File: src/serial_cfg_defines.svh
// Bit addresses, field positions and counts of the serial controller.
`ifndef SERIAL_CFG_DEFINES_SVH
`define SERIAL_CFG_DEFINES_SVH

// ----------------------------------------------------------------
// Bit addresses on the bit-serial I/O bus
// ----------------------------------------------------------------
`define ADDR_RESET 5'h1f
`define ADDR_FORCE_BREAK 5'h11
`define ADDR_REQUEST_SEND 5'h10
`define ADDR_SEL_FORMAT 5'h0e
`define ADDR_SEL_INTERVAL 5'h0d
`define ADDR_SEL_RX_RATE 5'h0c
`define ADDR_SEL_TX_RATE 5'h0b
`define ADDR_RATE_TOP 5'h0a
`define ADDR_BYTE_TOP 5'h07

// ----------------------------------------------------------------
// Format register fields
// ----------------------------------------------------------------
`define FMT_STOP_HI 7
`define FMT_STOP_LO 6
`define FMT_PARITY_ENABLE 5
`define FMT_PARITY_ODD 4
`define FMT_DIVIDE_BY_FOUR 3
`define FMT_LEN_HI 1
`define FMT_LEN_LO 0

// ----------------------------------------------------------------
// Rate register fields
// ----------------------------------------------------------------
`define RATE_PRESCALE_BIT 10
`define RATE_DIVISOR_TOP 9

// ----------------------------------------------------------------
// Counts
// ----------------------------------------------------------------
`define DIV_THREE_LAST 2'h2
`define DIV_FOUR_LAST 2'h3
`define PRESCALE_LAST 3'h7
`define TIMER_PRESCALE_LAST 6'h3f
`define LEN_BASE 4'h5
`define RX_SHIFT_WIDTH 4'ha
`define STOP_HALVES_ONE 5'h02
`define STOP_HALVES_ONE_HALF 5'h03
`define STOP_HALVES_TWO 5'h04
`define FRAME_IDLE 12'hfff

`endif

File: src/serial_cfg_pkg.sv
// Types shared by the serial controller.
package serial_cfg_pkg;

  typedef enum logic [1:0] {
    RX_IDLE = 2'b00,
    RX_START = 2'b01,
    RX_DATA = 2'b10,
    RX_STOP = 2'b11
  } rx_state_type;

  typedef struct packed {
    logic [2:0] pre;
    logic [9:0] cnt;
    logic tick;
  } rate_gen_type;

endpackage : serial_cfg_pkg

File: src/async_serial_config_regs.sv
// Serial controller configuration registers, rate generators, timer, transmitter and receiver.
`timescale 1ns/10ps
`include "serial_cfg_defines.svh"

// ----------------------------------------------------------------
// Receive character FIFO
// ----------------------------------------------------------------
module rx_char_fifo #(
  parameter int WIDTH = 10,
  parameter int DEPTH = 4
) (
  input wire logic clk,
  input wire logic nrst,
  input wire logic in_valid,
  output logic in_ready,
  input wire logic [WIDTH-1:0] in_data,
  output logic out_valid,
  input wire logic out_ready,
  output logic [WIDTH-1:0] out_data
);
  localparam int PW = (DEPTH > 1) ? $clog2(DEPTH) : 1;
  localparam int CW = $clog2(DEPTH + 1);

  if (DEPTH < 2 || WIDTH < 1) begin : g_check
    $error("FIFO needs a depth of at least two and a width of at least one.");
  end

  typedef struct packed {
    logic [DEPTH-1:0][WIDTH-1:0] mem;
    logic [PW-1:0] wr;
    logic [PW-1:0] rd;
    logic [CW-1:0] count;
    logic in_ready;
    logic out_valid;
    logic [WIDTH-1:0] out_data;
  } fifo_state_type;

  fifo_state_type s_q;
  fifo_state_type s_d;

  always_comb begin
    s_d = s_q;
    if (in_valid && s_q.in_ready) begin
      s_d.mem[s_q.wr] = in_data;
      s_d.wr = (s_q.wr == PW'(DEPTH - 1)) ? '0 : s_q.wr + 1'b1;
      s_d.count = s_d.count + 1'b1;
    end
    if (out_ready && s_q.out_valid) begin
      s_d.rd = (s_q.rd == PW'(DEPTH - 1)) ? '0 : s_q.rd + 1'b1;
      s_d.count = s_d.count - 1'b1;
    end
    s_d.in_ready = (s_d.count != CW'(DEPTH));
    s_d.out_valid = (s_d.count != '0);
    s_d.out_data = s_d.mem[s_d.rd];
  end

  always_ff @(posedge clk) begin
    if (!nrst) begin
      s_q <= '{in_ready: 1'b1, default: '0};
    end else begin
      s_q <= s_d;
    end
  end

  assign in_ready = s_q.in_ready;
  assign out_valid = s_q.out_valid;
  assign out_data = s_q.out_data;
endmodule : rx_char_fifo

// ----------------------------------------------------------------
// Controller top
// ----------------------------------------------------------------
// Contract
// - Stop bits 00=1.5, 01=2, else one.
// - Receiver checks exactly one stop bit.
// - Bits 5,4 choose none, even, odd parity.
// - Parity bit added after configured data bits.
// - Parity counts data and parity, not stops.
// - Input clock divided by four or three.
// - Divided clock drives timer and rate generators.
// - Length bits give five to eight bits.
// - Interval register loads when interval selected and format not.
// - Timer period is internal period*64*value.
// - Receive prescale divides by eight or one.
// - Ten-bit receive divisor from 1 to 1023.
// - Divider ticks at twice the bit rate.
// - Receive rate loads under its select flag.
// - Transmit rate uses the same two stages.
// - Transmit rate loads under its select flag.
// - Holding buffer loads when unselected, no break.
// - Buffer moves to shift register when empty and send requested.
// - Upper buffer bits ignored; bit 7 clears empty.
// - Top bit write clears that select flag.
// - Select priority format, interval, rates, buffer.
// - Reset bit write sets all select flags.
module async_serial_config_regs
  import serial_cfg_pkg::*;
#(
  parameter int FIFO_DEPTH = 4
) (
  input wire logic clk,
  input wire logic nrst,
  input wire logic bus_write,
  input wire logic [4:0] bus_addr,
  input wire logic bus_bit,
  input wire logic rin,
  output logic xout,
  output logic request_send_n,
  output logic tx_buffer_empty,
  output logic tx_shift_empty,
  output logic select_flags_set,
  output logic timer_elapsed,
  output logic rx_overrun,
  output logic rx_valid,
  input wire logic rx_ready,
  output logic [7:0] rx_data,
  output logic rx_parity_error,
  output logic rx_framing_error
);

  typedef struct packed {
    logic format_reg_select;
    logic interval_reg_select;
    logic rx_rate_select;
    logic tx_rate_select;
    logic force_break;
    logic request_send_on;
    logic [7:0] char_format_control;
    logic [7:0] timer_interval;
    logic [10:0] receive_rate_divider;
    logic [10:0] transmit_rate_divider;
    logic [7:0] transmit_holding_buffer;
    logic tx_buffer_empty;
    logic [1:0] div_cnt;
    logic tint;
    logic [5:0] tm_pre;
    logic [7:0] tm_cnt;
    logic tm_evt;
    rate_gen_type rx_gen;
    rate_gen_type tx_gen;
    logic [11:0] tx_shift_reg;
    logic [4:0] tx_halves;
    logic tx_phase;
    logic tx_busy;
    logic xout;
    logic request_send_n;
    logic rx_s1;
    logic rx_s2;
    logic rx_s3;
    logic rx_lvl;
    rx_state_type rx_st;
    logic rx_phase;
    logic [3:0] rx_cnt;
    logic [9:0] rx_sr;
    logic rx_overrun;
    logic push_valid;
    logic [9:0] push_data;
    logic flags_set;
  } ctrl_state_type;

  localparam ctrl_state_type RESET_STATE = '{
    format_reg_select: 1'b1, interval_reg_select: 1'b1, rx_rate_select: 1'b1, tx_rate_select: 1'b1,
    tx_buffer_empty: 1'b1, xout: 1'b1, request_send_n: 1'b1, rx_s1: 1'b1, rx_s2: 1'b1, rx_s3: 1'b1,
    rx_lvl: 1'b1, flags_set: 1'b1, rx_st: RX_IDLE, default: '0};

  ctrl_state_type s_q;
  ctrl_state_type s_d;
  logic fifo_in_ready;

  if (FIFO_DEPTH < 2) begin : g_check
    $error("Receive FIFO depth must be at least two.");
  end

  // Two-stage rate generator: optional divide by eight, then the ten-bit divisor.
  function automatic rate_gen_type rate_step(input rate_gen_type g, input logic [10:0] rate, input logic tint);
    rate_gen_type r;
    r = g;
    r.tick = 1'b0;
    if (tint) begin
      if (rate[`RATE_PRESCALE_BIT] && g.pre != `PRESCALE_LAST) begin
        r.pre = g.pre + 1'b1;
      end else begin
        r.pre = '0;
        if (g.cnt <= 10'h001) begin
          r.cnt = rate[`RATE_DIVISOR_TOP:0];
          r.tick = 1'b1;
        end else begin
          r.cnt = g.cnt - 1'b1;
        end
      end
    end
    return r;
  endfunction : rate_step

  // Builds the outgoing frame: start bit, data, parity, then idle ones.
  function automatic logic [11:0] build_frame(input logic [7:0] data, input logic [7:0] fmt);
    logic [11:0] f;
    logic [3:0] len;
    logic par;
    f = `FRAME_IDLE;
    len = `LEN_BASE + {2'b00, fmt[`FMT_LEN_HI:`FMT_LEN_LO]};
    par = fmt[`FMT_PARITY_ODD];
    f[0] = 1'b0;
    for (int i = 0; i < 8; i++) begin
      if (4'(i) < len) begin
        f[i + 1] = data[i];
        par = par ^ data[i];
      end
    end
    if (fmt[`FMT_PARITY_ENABLE]) begin
      f[len + 4'h1] = par;
    end
    return f;
  endfunction : build_frame

  always_comb begin
    logic [3:0] len;
    logic par_en;
    logic [3:0] nbits;
    logic [4:0] stop_halves;
    logic [9:0] aligned;
    logic [7:0] data;
    logic par_bit;
    s_d = s_q;
    len = `LEN_BASE + {2'b00, s_q.char_format_control[`FMT_LEN_HI:`FMT_LEN_LO]};
    par_en = s_q.char_format_control[`FMT_PARITY_ENABLE];
    nbits = len + {3'b000, par_en};
    aligned = '0;
    data = '0;
    par_bit = 1'b0;
    case (s_q.char_format_control[`FMT_STOP_HI:`FMT_STOP_LO])
      2'b00: stop_halves = `STOP_HALVES_ONE_HALF;
      2'b01: stop_halves = `STOP_HALVES_TWO;
      default: stop_halves = `STOP_HALVES_ONE;
    endcase

    // ----------------------------------------------------------------
    // Internal clock and interval timer
    // ----------------------------------------------------------------
    s_d.tint = 1'b0;
    if (s_q.div_cnt >= (s_q.char_format_control[`FMT_DIVIDE_BY_FOUR] ? `DIV_FOUR_LAST : `DIV_THREE_LAST)) begin
      s_d.div_cnt = '0;
      s_d.tint = 1'b1;
    end else begin
      s_d.div_cnt = s_q.div_cnt + 1'b1;
    end
    s_d.tm_evt = 1'b0;
    if (s_q.tint) begin
      if (s_q.tm_pre == `TIMER_PRESCALE_LAST) begin
        s_d.tm_pre = '0;
        if (s_q.tm_cnt <= 8'h01) begin
          s_d.tm_cnt = s_q.timer_interval;
          s_d.tm_evt = 1'b1;
        end else begin
          s_d.tm_cnt = s_q.tm_cnt - 1'b1;
        end
      end else begin
        s_d.tm_pre = s_q.tm_pre + 1'b1;
      end
    end
    s_d.rx_gen = rate_step(s_q.rx_gen, s_q.receive_rate_divider, s_q.tint);
    s_d.tx_gen = rate_step(s_q.tx_gen, s_q.transmit_rate_divider, s_q.tint);

    // ----------------------------------------------------------------
    // Bit writes
    // ----------------------------------------------------------------
    if (bus_write) begin
      if (bus_addr == `ADDR_RESET) begin
        s_d.format_reg_select = 1'b1;
        s_d.interval_reg_select = 1'b1;
        s_d.rx_rate_select = 1'b1;
        s_d.tx_rate_select = 1'b1;
        s_d.force_break = 1'b0;
        s_d.request_send_on = 1'b0;
        s_d.tx_buffer_empty = 1'b1;
        s_d.tx_busy = 1'b0;
        s_d.tx_shift_reg = `FRAME_IDLE;
      end else if (bus_addr == `ADDR_FORCE_BREAK) begin
        s_d.force_break = bus_bit;
      end else if (bus_addr == `ADDR_REQUEST_SEND) begin
        s_d.request_send_on = bus_bit;
      end else if (bus_addr == `ADDR_SEL_FORMAT) begin
        s_d.format_reg_select = bus_bit;
      end else if (bus_addr == `ADDR_SEL_INTERVAL) begin
        s_d.interval_reg_select = bus_bit;
      end else if (bus_addr == `ADDR_SEL_RX_RATE) begin
        s_d.rx_rate_select = bus_bit;
      end else if (bus_addr == `ADDR_SEL_TX_RATE) begin
        s_d.tx_rate_select = bus_bit;
      end else if (bus_addr <= `ADDR_RATE_TOP) begin
        if (s_q.format_reg_select) begin
          if (bus_addr <= `ADDR_BYTE_TOP) begin
            s_d.char_format_control[bus_addr[2:0]] = bus_bit;
          end
          if (bus_addr == `ADDR_BYTE_TOP) begin
            s_d.format_reg_select = 1'b0;
          end
        end else if (s_q.interval_reg_select) begin
          if (bus_addr <= `ADDR_BYTE_TOP) begin
            s_d.timer_interval[bus_addr[2:0]] = bus_bit;
          end
          if (bus_addr == `ADDR_BYTE_TOP) begin
            s_d.interval_reg_select = 1'b0;
          end
        end else if (s_q.rx_rate_select || s_q.tx_rate_select) begin
          if (s_q.rx_rate_select) begin
            s_d.receive_rate_divider[bus_addr[3:0]] = bus_bit;
          end
          if (s_q.tx_rate_select) begin
            s_d.transmit_rate_divider[bus_addr[3:0]] = bus_bit;
          end
          if (bus_addr == `ADDR_RATE_TOP) begin
            s_d.rx_rate_select = 1'b0;
            s_d.tx_rate_select = 1'b0;
          end
        end else if (!s_q.force_break) begin
          if (bus_addr <= `ADDR_BYTE_TOP) begin
            s_d.transmit_holding_buffer[bus_addr[2:0]] = bus_bit;
          end
          if (bus_addr == `ADDR_BYTE_TOP) begin
            s_d.tx_buffer_empty = 1'b0;
          end
        end
      end
    end

    // ----------------------------------------------------------------
    // Transmitter
    // ----------------------------------------------------------------
    if (s_q.tx_busy && s_q.tx_gen.tick) begin
      s_d.tx_phase = ~s_q.tx_phase;
      s_d.tx_halves = s_q.tx_halves - 1'b1;
      if (s_q.tx_phase) begin
        s_d.tx_shift_reg = {1'b1, s_q.tx_shift_reg[11:1]};
      end
      if (s_q.tx_halves == 5'h01) begin
        s_d.tx_busy = 1'b0;
      end
    end else if (!s_q.tx_busy && !s_q.tx_buffer_empty && s_q.request_send_on && bus_addr != `ADDR_RESET) begin
      s_d.tx_shift_reg = build_frame(s_q.transmit_holding_buffer, s_q.char_format_control);
      s_d.tx_halves = 5'({nbits, 1'b0}) + 5'h02 + stop_halves;
      s_d.tx_phase = 1'b0;
      s_d.tx_busy = 1'b1;
      s_d.tx_buffer_empty = 1'b1;
    end
    if (s_d.tx_busy) begin
      s_d.xout = s_d.tx_shift_reg[0];
    end else begin
      s_d.xout = !(s_d.force_break && s_d.request_send_on && s_d.tx_buffer_empty);
    end
    s_d.request_send_n = !(s_d.request_send_on || s_d.tx_busy || !s_d.tx_buffer_empty || s_d.force_break);

    // ----------------------------------------------------------------
    // Receiver
    // ----------------------------------------------------------------
    s_d.rx_s1 = rin;
    s_d.rx_s2 = s_q.rx_s1;
    s_d.rx_s3 = s_q.rx_s2;
    if (s_q.rx_s2 == s_q.rx_s3) begin
      s_d.rx_lvl = s_q.rx_s3;
    end
    s_d.push_valid = 1'b0;
    case (s_q.rx_st)
      RX_IDLE: begin
        // Only a falling edge starts a frame, so a line still low after a framing error is not taken for a start.
        if (s_q.rx_lvl && !s_d.rx_lvl) begin
          s_d.rx_st = RX_START;
        end
      end
      RX_START: begin
        if (s_q.rx_gen.tick) begin
          s_d.rx_st = s_q.rx_lvl ? RX_IDLE : RX_DATA;
          s_d.rx_phase = 1'b0;
          s_d.rx_cnt = '0;
        end
      end
      RX_DATA: begin
        if (s_q.rx_gen.tick) begin
          s_d.rx_phase = ~s_q.rx_phase;
          if (s_q.rx_phase) begin
            s_d.rx_sr = {s_q.rx_lvl, s_q.rx_sr[9:1]};
            s_d.rx_cnt = s_q.rx_cnt + 1'b1;
            if (s_d.rx_cnt == nbits) begin
              s_d.rx_st = RX_STOP;
            end
          end
        end
      end
      RX_STOP: begin
        if (s_q.rx_gen.tick) begin
          s_d.rx_phase = ~s_q.rx_phase;
          if (s_q.rx_phase) begin
            aligned = s_q.rx_sr >> (`RX_SHIFT_WIDTH - nbits);
            for (int i = 0; i < 8; i++) begin
              data[i] = aligned[i] && (4'(i) < len);
            end
            par_bit = aligned[len];
            s_d.push_data = {!s_q.rx_lvl,
                             par_en && ((^data ^ par_bit) != s_q.char_format_control[`FMT_PARITY_ODD]),
                             data};
            s_d.push_valid = fifo_in_ready;
            s_d.rx_overrun = !fifo_in_ready;
            s_d.rx_st = RX_IDLE;
          end
        end
      end
      default: s_d.rx_st = RX_IDLE;
    endcase
    s_d.flags_set = s_d.format_reg_select || s_d.interval_reg_select || s_d.rx_rate_select ||
                    s_d.tx_rate_select || s_d.force_break;
  end

  always_ff @(posedge clk) begin
    if (!nrst) begin
      s_q <= RESET_STATE;
    end else begin
      s_q <= s_d;
    end
  end

  rx_char_fifo #(
    .WIDTH(10),
    .DEPTH(FIFO_DEPTH)
  ) u_rx_fifo (
    .clk(clk),
    .nrst(nrst),
    .in_valid(s_q.push_valid),
    .in_ready(fifo_in_ready),
    .in_data(s_q.push_data),
    .out_valid(rx_valid),
    .out_ready(rx_ready),
    .out_data({rx_framing_error, rx_parity_error, rx_data})
  );

  assign xout = s_q.xout;
  assign request_send_n = s_q.request_send_n;
  assign tx_buffer_empty = s_q.tx_buffer_empty;
  assign tx_shift_empty = !s_q.tx_busy;
  assign select_flags_set = s_q.flags_set;
  assign timer_elapsed = s_q.tm_evt;
  assign rx_overrun = s_q.rx_overrun;
endmodule : async_serial_config_regs

File: config.mk
export PLATFORM = sky130hd
export DESIGN_NAME = async_serial_config_regs
export DESIGN_NICKNAME = d
export VERILOG_FILES = /design/src/serial_cfg_pkg.sv /design/src/async_serial_config_regs.sv
export VERILOG_INCLUDE_DIRS = /design/src /design/src/src
export SDC_FILE = /design/constraint.sdc
export NUM_CORES = 1
export LEC_CHECK = 0
export ABC_AREA = 1
export BUFFER_PORTS_ARGS = -buffer_cell sky130_fd_sc_hd__buf_4
export CAP_MARGIN = 20
export CORE_UTILIZATION = 35
export CTS_CLUSTER_DIAMETER = 100
export DETAILED_ROUTE_END_ITERATION = 10
export PLACE_DENSITY = 0.47
export SETUP_SLACK_MARGIN = 0.4
export SKIP_LAST_GASP = 1
export SLEW_MARGIN = 15
export SYNTH_ARGS = -nofsm -noshare
export SYNTH_HDL_FRONTEND = slang
export SYNTH_HIERARCHICAL = 1
export SYNTH_SLANG_ARGS = --single-unit
File: constraint.sdc
create_clock -name clk -period 4.1 [get_ports clk]
set_input_delay 0.205 -clock clk [delete_from_list [all_inputs] [get_ports clk]]
set_output_delay 0.205 -clock clk [all_outputs]
set_load 0.005 [all_outputs]
-- Word-level counts from Yosys, hierarchy flattened
Cells that the tools add are included.
- add/subtract/negate cells: 19
- magnitude comparators: 24
- eq/ne operators: 31
- shift-type cells: 1
- mux-type cells: 155
- bitwise operators: 26
- reduce and logical (&&, ||, !) cells: 65
- operators with widths (cell ; count):
    $mux 47 ; 6
    $mux 1 ; 77
    $mux 53 ; 1
    $mux 12 ; 4
    $mux 48 ; 1
    $mux 8 ; 6
    $mux 46 ; 1
    $mux 42 ; 1
    $bwmux 40 ; 1
    $mux 10 ; 4
    $mux 39 ; 1
    $mux 19 ; 2
    $mux 31 ; 1
    $reduce_and 13->1 ; 2
    $eq 5x4->1 const B ; 5
    $bwmux 8 ; 3
    $logic_and 1x1->1 ; 24
    $mux 2 ; 12
    $bwmux 11 ; 2
    $mux 11 ; 2
    $mux 22 ; 1
    $mux 3 ; 7
    $bmux 10 s2 ; 1
    $demux 10 s2 ; 1
    other kinds (72) ; 155
- register bits after elaboration: 213
- input port bits: 11
- output and inout port bits: 18
- logic and storage cells: 372

-- Longest topological paths before layout
Gate-level depths: netlist (run 1).
- depth in word-level cells: 42
- gate-level depth with buffers: 22
- depth with buffers taken out: 22

-- Cells and area by module
Netlist (run 1), hierarchy kept.
- by module, submodules not included (module ; times used ; cells each ; area each (um^2) ; sequential area each (um^2)):
    async_serial_config_regs ; 1 ; 1158 ; 8184.1 ; 3062.9
    rx_char_fifo ; 1 ; 398 ; 2762.6 ; 1181.1

-- Worst setup path after synthesis (run 1)
OpenSTA, ideal clock, no wires.
- path kind: reg2reg
- start: register (tool-made name)
- end: register s_q[9] in the netlist's numbering
- library setup time: 0.132 ns
- arrival: 2.956 ns
- required time: 3.968 ns
- path slack: 1.011 ns
- cell stages (with the launch flop): 22
- path buffers: 1
- period minus slack after synthesis: 3.089 ns
- path through: dfxtp_1 inv_1 ha_1 fa_1 ha_1 inv_1 buf_2 nand3_1 nand2_1 nor2_1 nor2_1 nand3_1 nand3_1 nand2_1 inv_1 nand2_1 nand2_1 nand2_1 nand2_1 nand2_1 nand3_1 a21oi_1
- RTL lines (what ; line ; RTL):
    to (signal assigned) ; async_serial_config_regs.sv:415 ; s_q <= RESET_STATE;
    to (signal assigned) ; async_serial_config_regs.sv:417 ; s_q <= s_d;
    to (decl) ; async_serial_config_regs.sv:166 ; ctrl_state_type s_q;

==> qor.csv, run 1 <==
metric,value,unit
Reg power frac,0.412,
FF-to-FF setup slack,800,ps
static leakage,5.17,nW
total track usage,0.187,
VDD IR max,0.281,mV
Achievable Freq,303,MHz
antenna cells,0,
row count,64,
worst-margin pin slew,845,ps
Setup Total Neg Slack,0,ps
relative slew slack,0.434,
maximum fanout along the worst path,14,
H-tree depth,1,
Pint,3.83,mW
count of cell types in the netlist,53,
largest net degree at the start of global routing,50,
Routed WL,29.1,mm
max cap viols,0,
clock skew,10.9,ps
Slew Limit Fails,0,
Vias,9867,
Yosys reg bits,212,
fraction of layout cells with a size suffix above 1,0.0877,
syn nets,1606,
Final Hold Viols,0,
ANT nets after route,0,
final std cells w/o fill,1969,
"commonest non-fill, non-tap cells in the layout","343 x nand2_1, 212 x dfxtp_1, 171 x inv_1",
DRC viols,0,
Mapped Area,10900,µm²
Core Box Area,30700,µm²
Worst setup EP type,register,
antenna violations before repair,0,
Startpoint Class,register,
Clock Latency Late Sink,540,ps
CTS tree,done,
"commonest non-fill, non-tap cell in the layout",nand2_1,
Final setup viols,0,
Pwr Density,435,nW/µm²
Sink Count,212,
Boundary Pins,29,
Clock transition at path regs,60,ps
RSZ-0062 raised after global routing,no,
routed length per instance,14.8,µm
hold path startpoint,bus_addr[2],
fin crit share,0.806,
Period minus WS final,3300,ps
Sw Ratio,0.283,
Worst EP required,4510,ps
GP Congestion,0.850,
Mean Syn Cell Area,7.04,µm²
number of global-route vias before repair,9191,
Pre-antenna DRT Iters,5,
CP Data Arrival Time,3710,ps
hold crit path type,in -> reg,
Die Area,32000,µm²
Max Root-Sink Buffers,3,
Die Ht,179,µm
CTS Buf Count,27,
proportion of power drawn by combinational gates,0.158,
sw power,1.51,mW
placed instance count,1923,
fraction of registers with async set/reset,0,
iteration-0 DRC count of the detailed router,644,
Mapped Cells,1556,
number of enable flip-flop cells after synthesis,0,
outcome,finished clean,
Root Buffer,clkbuf_16,
IO buf count,28,
Yosys warning count,6,
die width,179,µm
ys flop type,dfxtp_1,
post-layout net count,1608,
critical setup path kind,reg -> reg,
Initial Util,0.357,
"Seq/Total Area, Yosys",0.388,
clock share of power,0.431,
GRT overflow,0,
placed wire-length estimate,20.2,mm
worst-case reg-to-reg path depth,22,
Vias/cell,5.01,
global-route wire length before repair,48.5,mm
R2R Path End,s_q[9]$_SDFFE_PN0P_,
area grow syn2layout,12.1,%
Hold Path Depth,4,
==> per-layer routing <==
layer / vias to the layer above / GRT usage / routed length, µm
met2: 150 / 0.286 / 12300
met3: 24 / 0.0257 / 1110
met1: 4525 / 0.277 / 15400
met4: 0 / 0.0378 / 334
li1: 5168 / - / -
met5: - / 0 / 0
==> worst max-delay path by stage <==
stage / from / endpoint / slack (ps)
after floorplan: register / s_q[9]$_SDFFE_PN0P_ / 1010
after global placement: register / s_q[9]$_SDFFE_PN0P_ / 860
after detailed placement: register / s_q[9]$_SDFFE_PN0P_ / 790
after CTS: register / s_q[9]$_SDFFE_PN0P_ / 790
after global routing: register / s_q[9]$_SDFFE_PN0P_ / 490
final: register / s_q[9]$_SDFFE_PN0P_ / 800
==> worst max-delay path: stages (launching register included) <==
cell,delay (ps)
dfxtp_1,310
buf_4,160
inv_1,150
ha_1,240
fa_1,550
ha_1,370
buf_4,200
nand3_1,100
nand2_1,140
nand2_1,100
nand2_1,90
nor2_1,140
inv_1,60
nand2_1,50
nand2_1,60
nand2_1,60
nand2_1,60
nand2_1,60
nand2_1,60
nand2_1,60
nand2_1,40
nand3_1,60
a21oi_1,60
==> timing repair <==
item	in CTS	in global routing
hold endpoints to repair	3	0
setup endpoints to repair	0	1
hold buffers	2	0
resized for setup	0	1
setup buffers	0	0
==> synth_stat cells (5+ instances only) <==
library cell,number,area share
nand2_1,343,0.12
dfxtp_1,212,0.39
inv_1,173,0.059
nor2_1,151,0.052
nand3_1,114,0.052
a21oi_1,97,0.044
o21ai_0,86,0.039
clkbuf_1,38,0.013
ha_1,37,0.042
nor3_1,33,0.015
a31oi_1,31,0.018
nand4_1,18,0.010
o211ai_1,17,0.012
inv_2,16,0.0055
o21ai_1,16,0.0073
a311oi_1,15,0.012
buf_4,14,0.0096
nor4_1,14,0.0080
o22ai_1,14,0.0080
buf_2,12,0.0055
xor2_1,12,0.0096
or2_2,10,0.0057
xnor2_1,9,0.0072
nand2_2,7,0.0040
nor2_2,7,0.0040
nand3b_1,5,0.0034
==> cells by family (layout without fill, tap and decap cells) <==
logic type,after synthesis,count (layout),synth area share
xor gates and xnor gates,21,21,0.0168
and+or+nand+nor,721,721,0.292
DFF,212,212,0.388
AOI/OAI and AO/OA,302,302,0.160
buffers and inverters,261,278,0.0977
adders and majority gates,39,39,0.0459
==> cell type report <==
type                    count  area, µm²
clock inverters             9        101
well taps                 396        495
fillers                  3243      18400
multi-input cells        1083       5630
repair buffers             41        313
clock buffers              35        756
flip-flops and latches    212       4240
inverters                 193        724
==> power groups by stage <==
| stage | logic [mW] | clock network [mW] | registers [mW] |
|---|---|---|---|
| 3_5_place_dp | 0.839 | 0 | 2.24 |
| 4_1_cts | 0.844 | 2.38 | 2.20 |
| 6_report | 0.841 | 2.30 | 2.20 |
| 2_1_floorplan | 0.643 | 0 | 2.23 |
| 3_3_place_gp | 0.843 | 0 | 2.24 |
| 5_1_grt | 0.966 | 2.46 | 2.21 |
==> through the flow <==
stage	hold WS (ps)	utilization	cell area, µm²	setup WS [ps]	total power, mW
CTS	81.0	0.400	12300	787	5.43
global route	95.4	0.400	12300	488	5.64
global placement	405	0.371	11400	857	3.09
floorplan	308	-	10900	1010	2.87
detailed placement	404	0.371	11400	794	3.08
finish	105	0.400	12300	797	5.34
Note: power is estimated with default switching activity, not from simulation.
==> run 2: changes to the inputs <==
--- a/config.mk
+++ b/config.mk
@@ -12,7 +12,7 @@
 export CORE_UTILIZATION = 35
 export CTS_CLUSTER_DIAMETER = 100
 export DETAILED_ROUTE_END_ITERATION = 10
-export PLACE_DENSITY = 0.47
+export PLACE_DENSITY = 0.49
 export SETUP_SLACK_MARGIN = 0.4
 export SKIP_LAST_GASP = 1
 export SLEW_MARGIN = 15
==> constraint.sdc (replaced) <==
create_clock -name clk -period 3 [get_ports clk]
set_input_delay 0.15 -clock clk [delete_from_list [all_inputs] [get_ports clk]]
set_output_delay 0.15 -clock clk [all_outputs]
set_load 0.005 [all_outputs]
==> run 2 against run 1 <==
  * Sequential power increased by 36%
  * First-iteration DRC count increased by 9.9%
  * Clock-buffer cell count increased by 5
  * Maximum frequency increased by 20%
  * Design area increased by 1.8%
  * Clock power increased by 22%
  * Wire length decreased by 1.3%
  * Total power increased by 31%
  * Non-clock buffer count increased by 21
  * Critical path depth decreased by 4
  * Combinational power increased by 39%
  * Clock skew decreased by 3.7 ps
  * Critical endpoint unchanged
  * Highest routed layer unchanged
==> qor.csv, run 2 (synthesis gave the netlist of run 1 again) <==
metric,value,unit,change
Final Hold Viols,0,,unchanged
Max Root-Sink Buffers,3,,unchanged
clock skew,7.17,ps,-3.73 ps
static leakage,5.22,nW,+0.96%
Pwr Density,558,nW/µm²,+28%
Hold Path Depth,4,,unchanged
outcome,finished clean,,
Setup Total Neg Slack,0,ps,unchanged
max cap viols,0,,unchanged
GP Congestion,0.822,,-3.3%
Clock Latency Late Sink,520,ps,-20 ps
DP Worst Slack,52.5,ps,-742 ps
iteration-0 DRC count of the detailed router,708,,+9.9%
CTS Buf Count,25,,-7.4%
maximum fanout along the worst path,8,,-6
CTS tree,done,,
global-route wire length before repair,48.0,mm,-0.97%
Pwr Total,6.97,mW,+31%
fraction of layout cells with a size suffix above 1,0.112,,+0.0247
Achievable Freq,363,MHz,+20%
Startpoint Class,register,,
Initial Util,0.357,,unchanged
total track usage,0.184,,-0.00358
worst-margin pin slew,805,ps,-39.9 ps
VDD IR max,0.449,mV,+60%
Die Ht,179,µm,unchanged
"commonest non-fill, non-tap cell in the layout",nand2_1,,
die width,179,µm,unchanged
"commonest non-fill, non-tap cells in the layout","335 x nand2_1, 211 x dfxtp_1, 169 x inv_1",,
largest net degree at the start of global routing,49,,-2.0%
CP Data Arrival Time,3140,ps,-570 ps
Slew Limit Fails,0,,unchanged
R2R Path End,s_q[9]$_SDFFE_PN0P_,,
area grow syn2layout,14.1,%,
hold crit path type,in -> reg,,
antenna cells,0,,unchanged
final core utilization,0.407,,+0.00726
critical setup path kind,reg -> reg,,
Boundary Pins,29,,unchanged
routed length per instance,14.4,µm,-2.2%
Vias/cell,5.02,,+0.12%
row count,64,,unchanged
RSZ-0062 raised after global routing,yes,,
Vias,9974,,+1.1%
Clock transition at path regs,60,ps,about the same
Pre-antenna DRT Iters,4,,-1
DRC viols,0,,unchanged
Period minus WS final,2750,ps,-549 ps
Worst setup EP type,register,,
relative slew slack,0.462,,+0.0284
fin crit share,0.918,,+0.112
footprint of the multi-input gates,5770,µm²,+2.5%
Root Buffer,clkbuf_16,,
FF-to-FF setup slack,250,ps,-550 ps
Worst EP required,3380,ps,-1130 ps
Sink Count,212,,unchanged
Routed WL,28.7,mm,-1.3%
worst-case reg-to-reg path depth,18,,-18%
Register Area,4250,µm²,about the same
IO buf count,28,,unchanged
number of global-route vias before repair,9126,,-0.71%
placed wire-length estimate,20.0,mm,-0.92%
H-tree depth,1,,unchanged
Filler cells,3189,,-1.7%
post-layout net count,1628,,+1.2%
Final setup viols,0,,unchanged
Final WS setup,246,ps,-551 ps
antenna violations before repair,0,,unchanged
Core Box Area,30700,µm²,unchanged
hold path startpoint,bus_addr[2],,
Die Area,32000,µm²,unchanged
ANT nets after route,0,,unchanged
GRT overflow,0,,unchanged
[run 2: cell types whose count changed in the layout (fill, tap and decap cells not counted), sizes merged]
cell,previous run,this run
clkbuf,35,40
clkinv,9,4
nor2,160,161
buf,39,60
clkinvlp,1,0
bufinv,2,0
[run 2: layer usage]
| layer | vias to the layer above | global-route usage | share of wire |
|---|---|---|---|
| met2 | 183 | 0.290 | 0.43 |
| li1 | 5213 | - | - |
| met3 | 30 | 0.0227 | 0.042 |
| met1 | 4548 | 0.266 | 0.51 |
| met5 | - | 0 | 0 |
| met4 | 0 | 0.0360 | 0.016 |
[run 2: per-stage QoR]
stage	hold slack (ps)	cell area (µm²)	instances
finish	65.9	12500	1988
global route	74.5	12500	1988
CTS	51.1	12500	1988
detailed placement	368	11600	1940
global placement	366	11600	1940
floorplan	253	11000	1556
[run 2: final cells by class]
type                            instances  share of cell area
Clock inverter                          1            0.000701
Sequential cell                       212               0.340
Clock buffer                           40              0.0586
Multi-Input combinational cell       1084               0.462
Tap cell                              396              0.0397
Timing Repair Buffer                   62              0.0396
Inverter                              193              0.0592
[run 2: report_power, final]
part           internal, mW  switching (mW)
sequential             2.93          0.0699
clock                  1.65            1.16
combinational         0.400           0.765
[run 2: worst max-delay path by stage]
stage                          end  startpoint  cells past startpoint  slack [ps]
2_1_floorplan  s_q[9]$_SDFFE_PN0P_    register                     21         320
3_3_place_gp   s_q[9]$_SDFFE_PN0P_    register                     20         120
3_5_place_dp   s_q[9]$_SDFFE_PN0P_    register                     18          50
4_1_cts        s_q[9]$_SDFFE_PN0P_    register                     21         270
5_1_grt        s_q[9]$_SDFFE_PN0P_    register                     20          30
6_report       s_q[9]$_SDFFE_PN0P_    register                     18         250
[run 2: critical path: stages, from the launching register on]
cell and delay, ps:
dfxtp_4 360, inv_6 80, ha_4 130, fa_2 470
ha_4 370, buf_6 150, nand3_1 120, nand2_2 110
nand2_1 50, nor2_1 120, nand2_1 60, nand2_1 60
nand2_1 60, nand2_1 70, nand2_1 70, nand3_1 100
nand3_1 90, nand3_1 90, a21oi_1 60
[run 2: what timing repair did]
item | 4_1_cts | 5_1_grt
hold endpoints to repair | 5 | 0
pin swaps | 7 | 2
endpoints found under the setup margin | 2 | 6
cloned | 1 | 0
gates resized for setup | 28 | 6
setup buffers | 4 | 0
hold buffers | 2 | 0
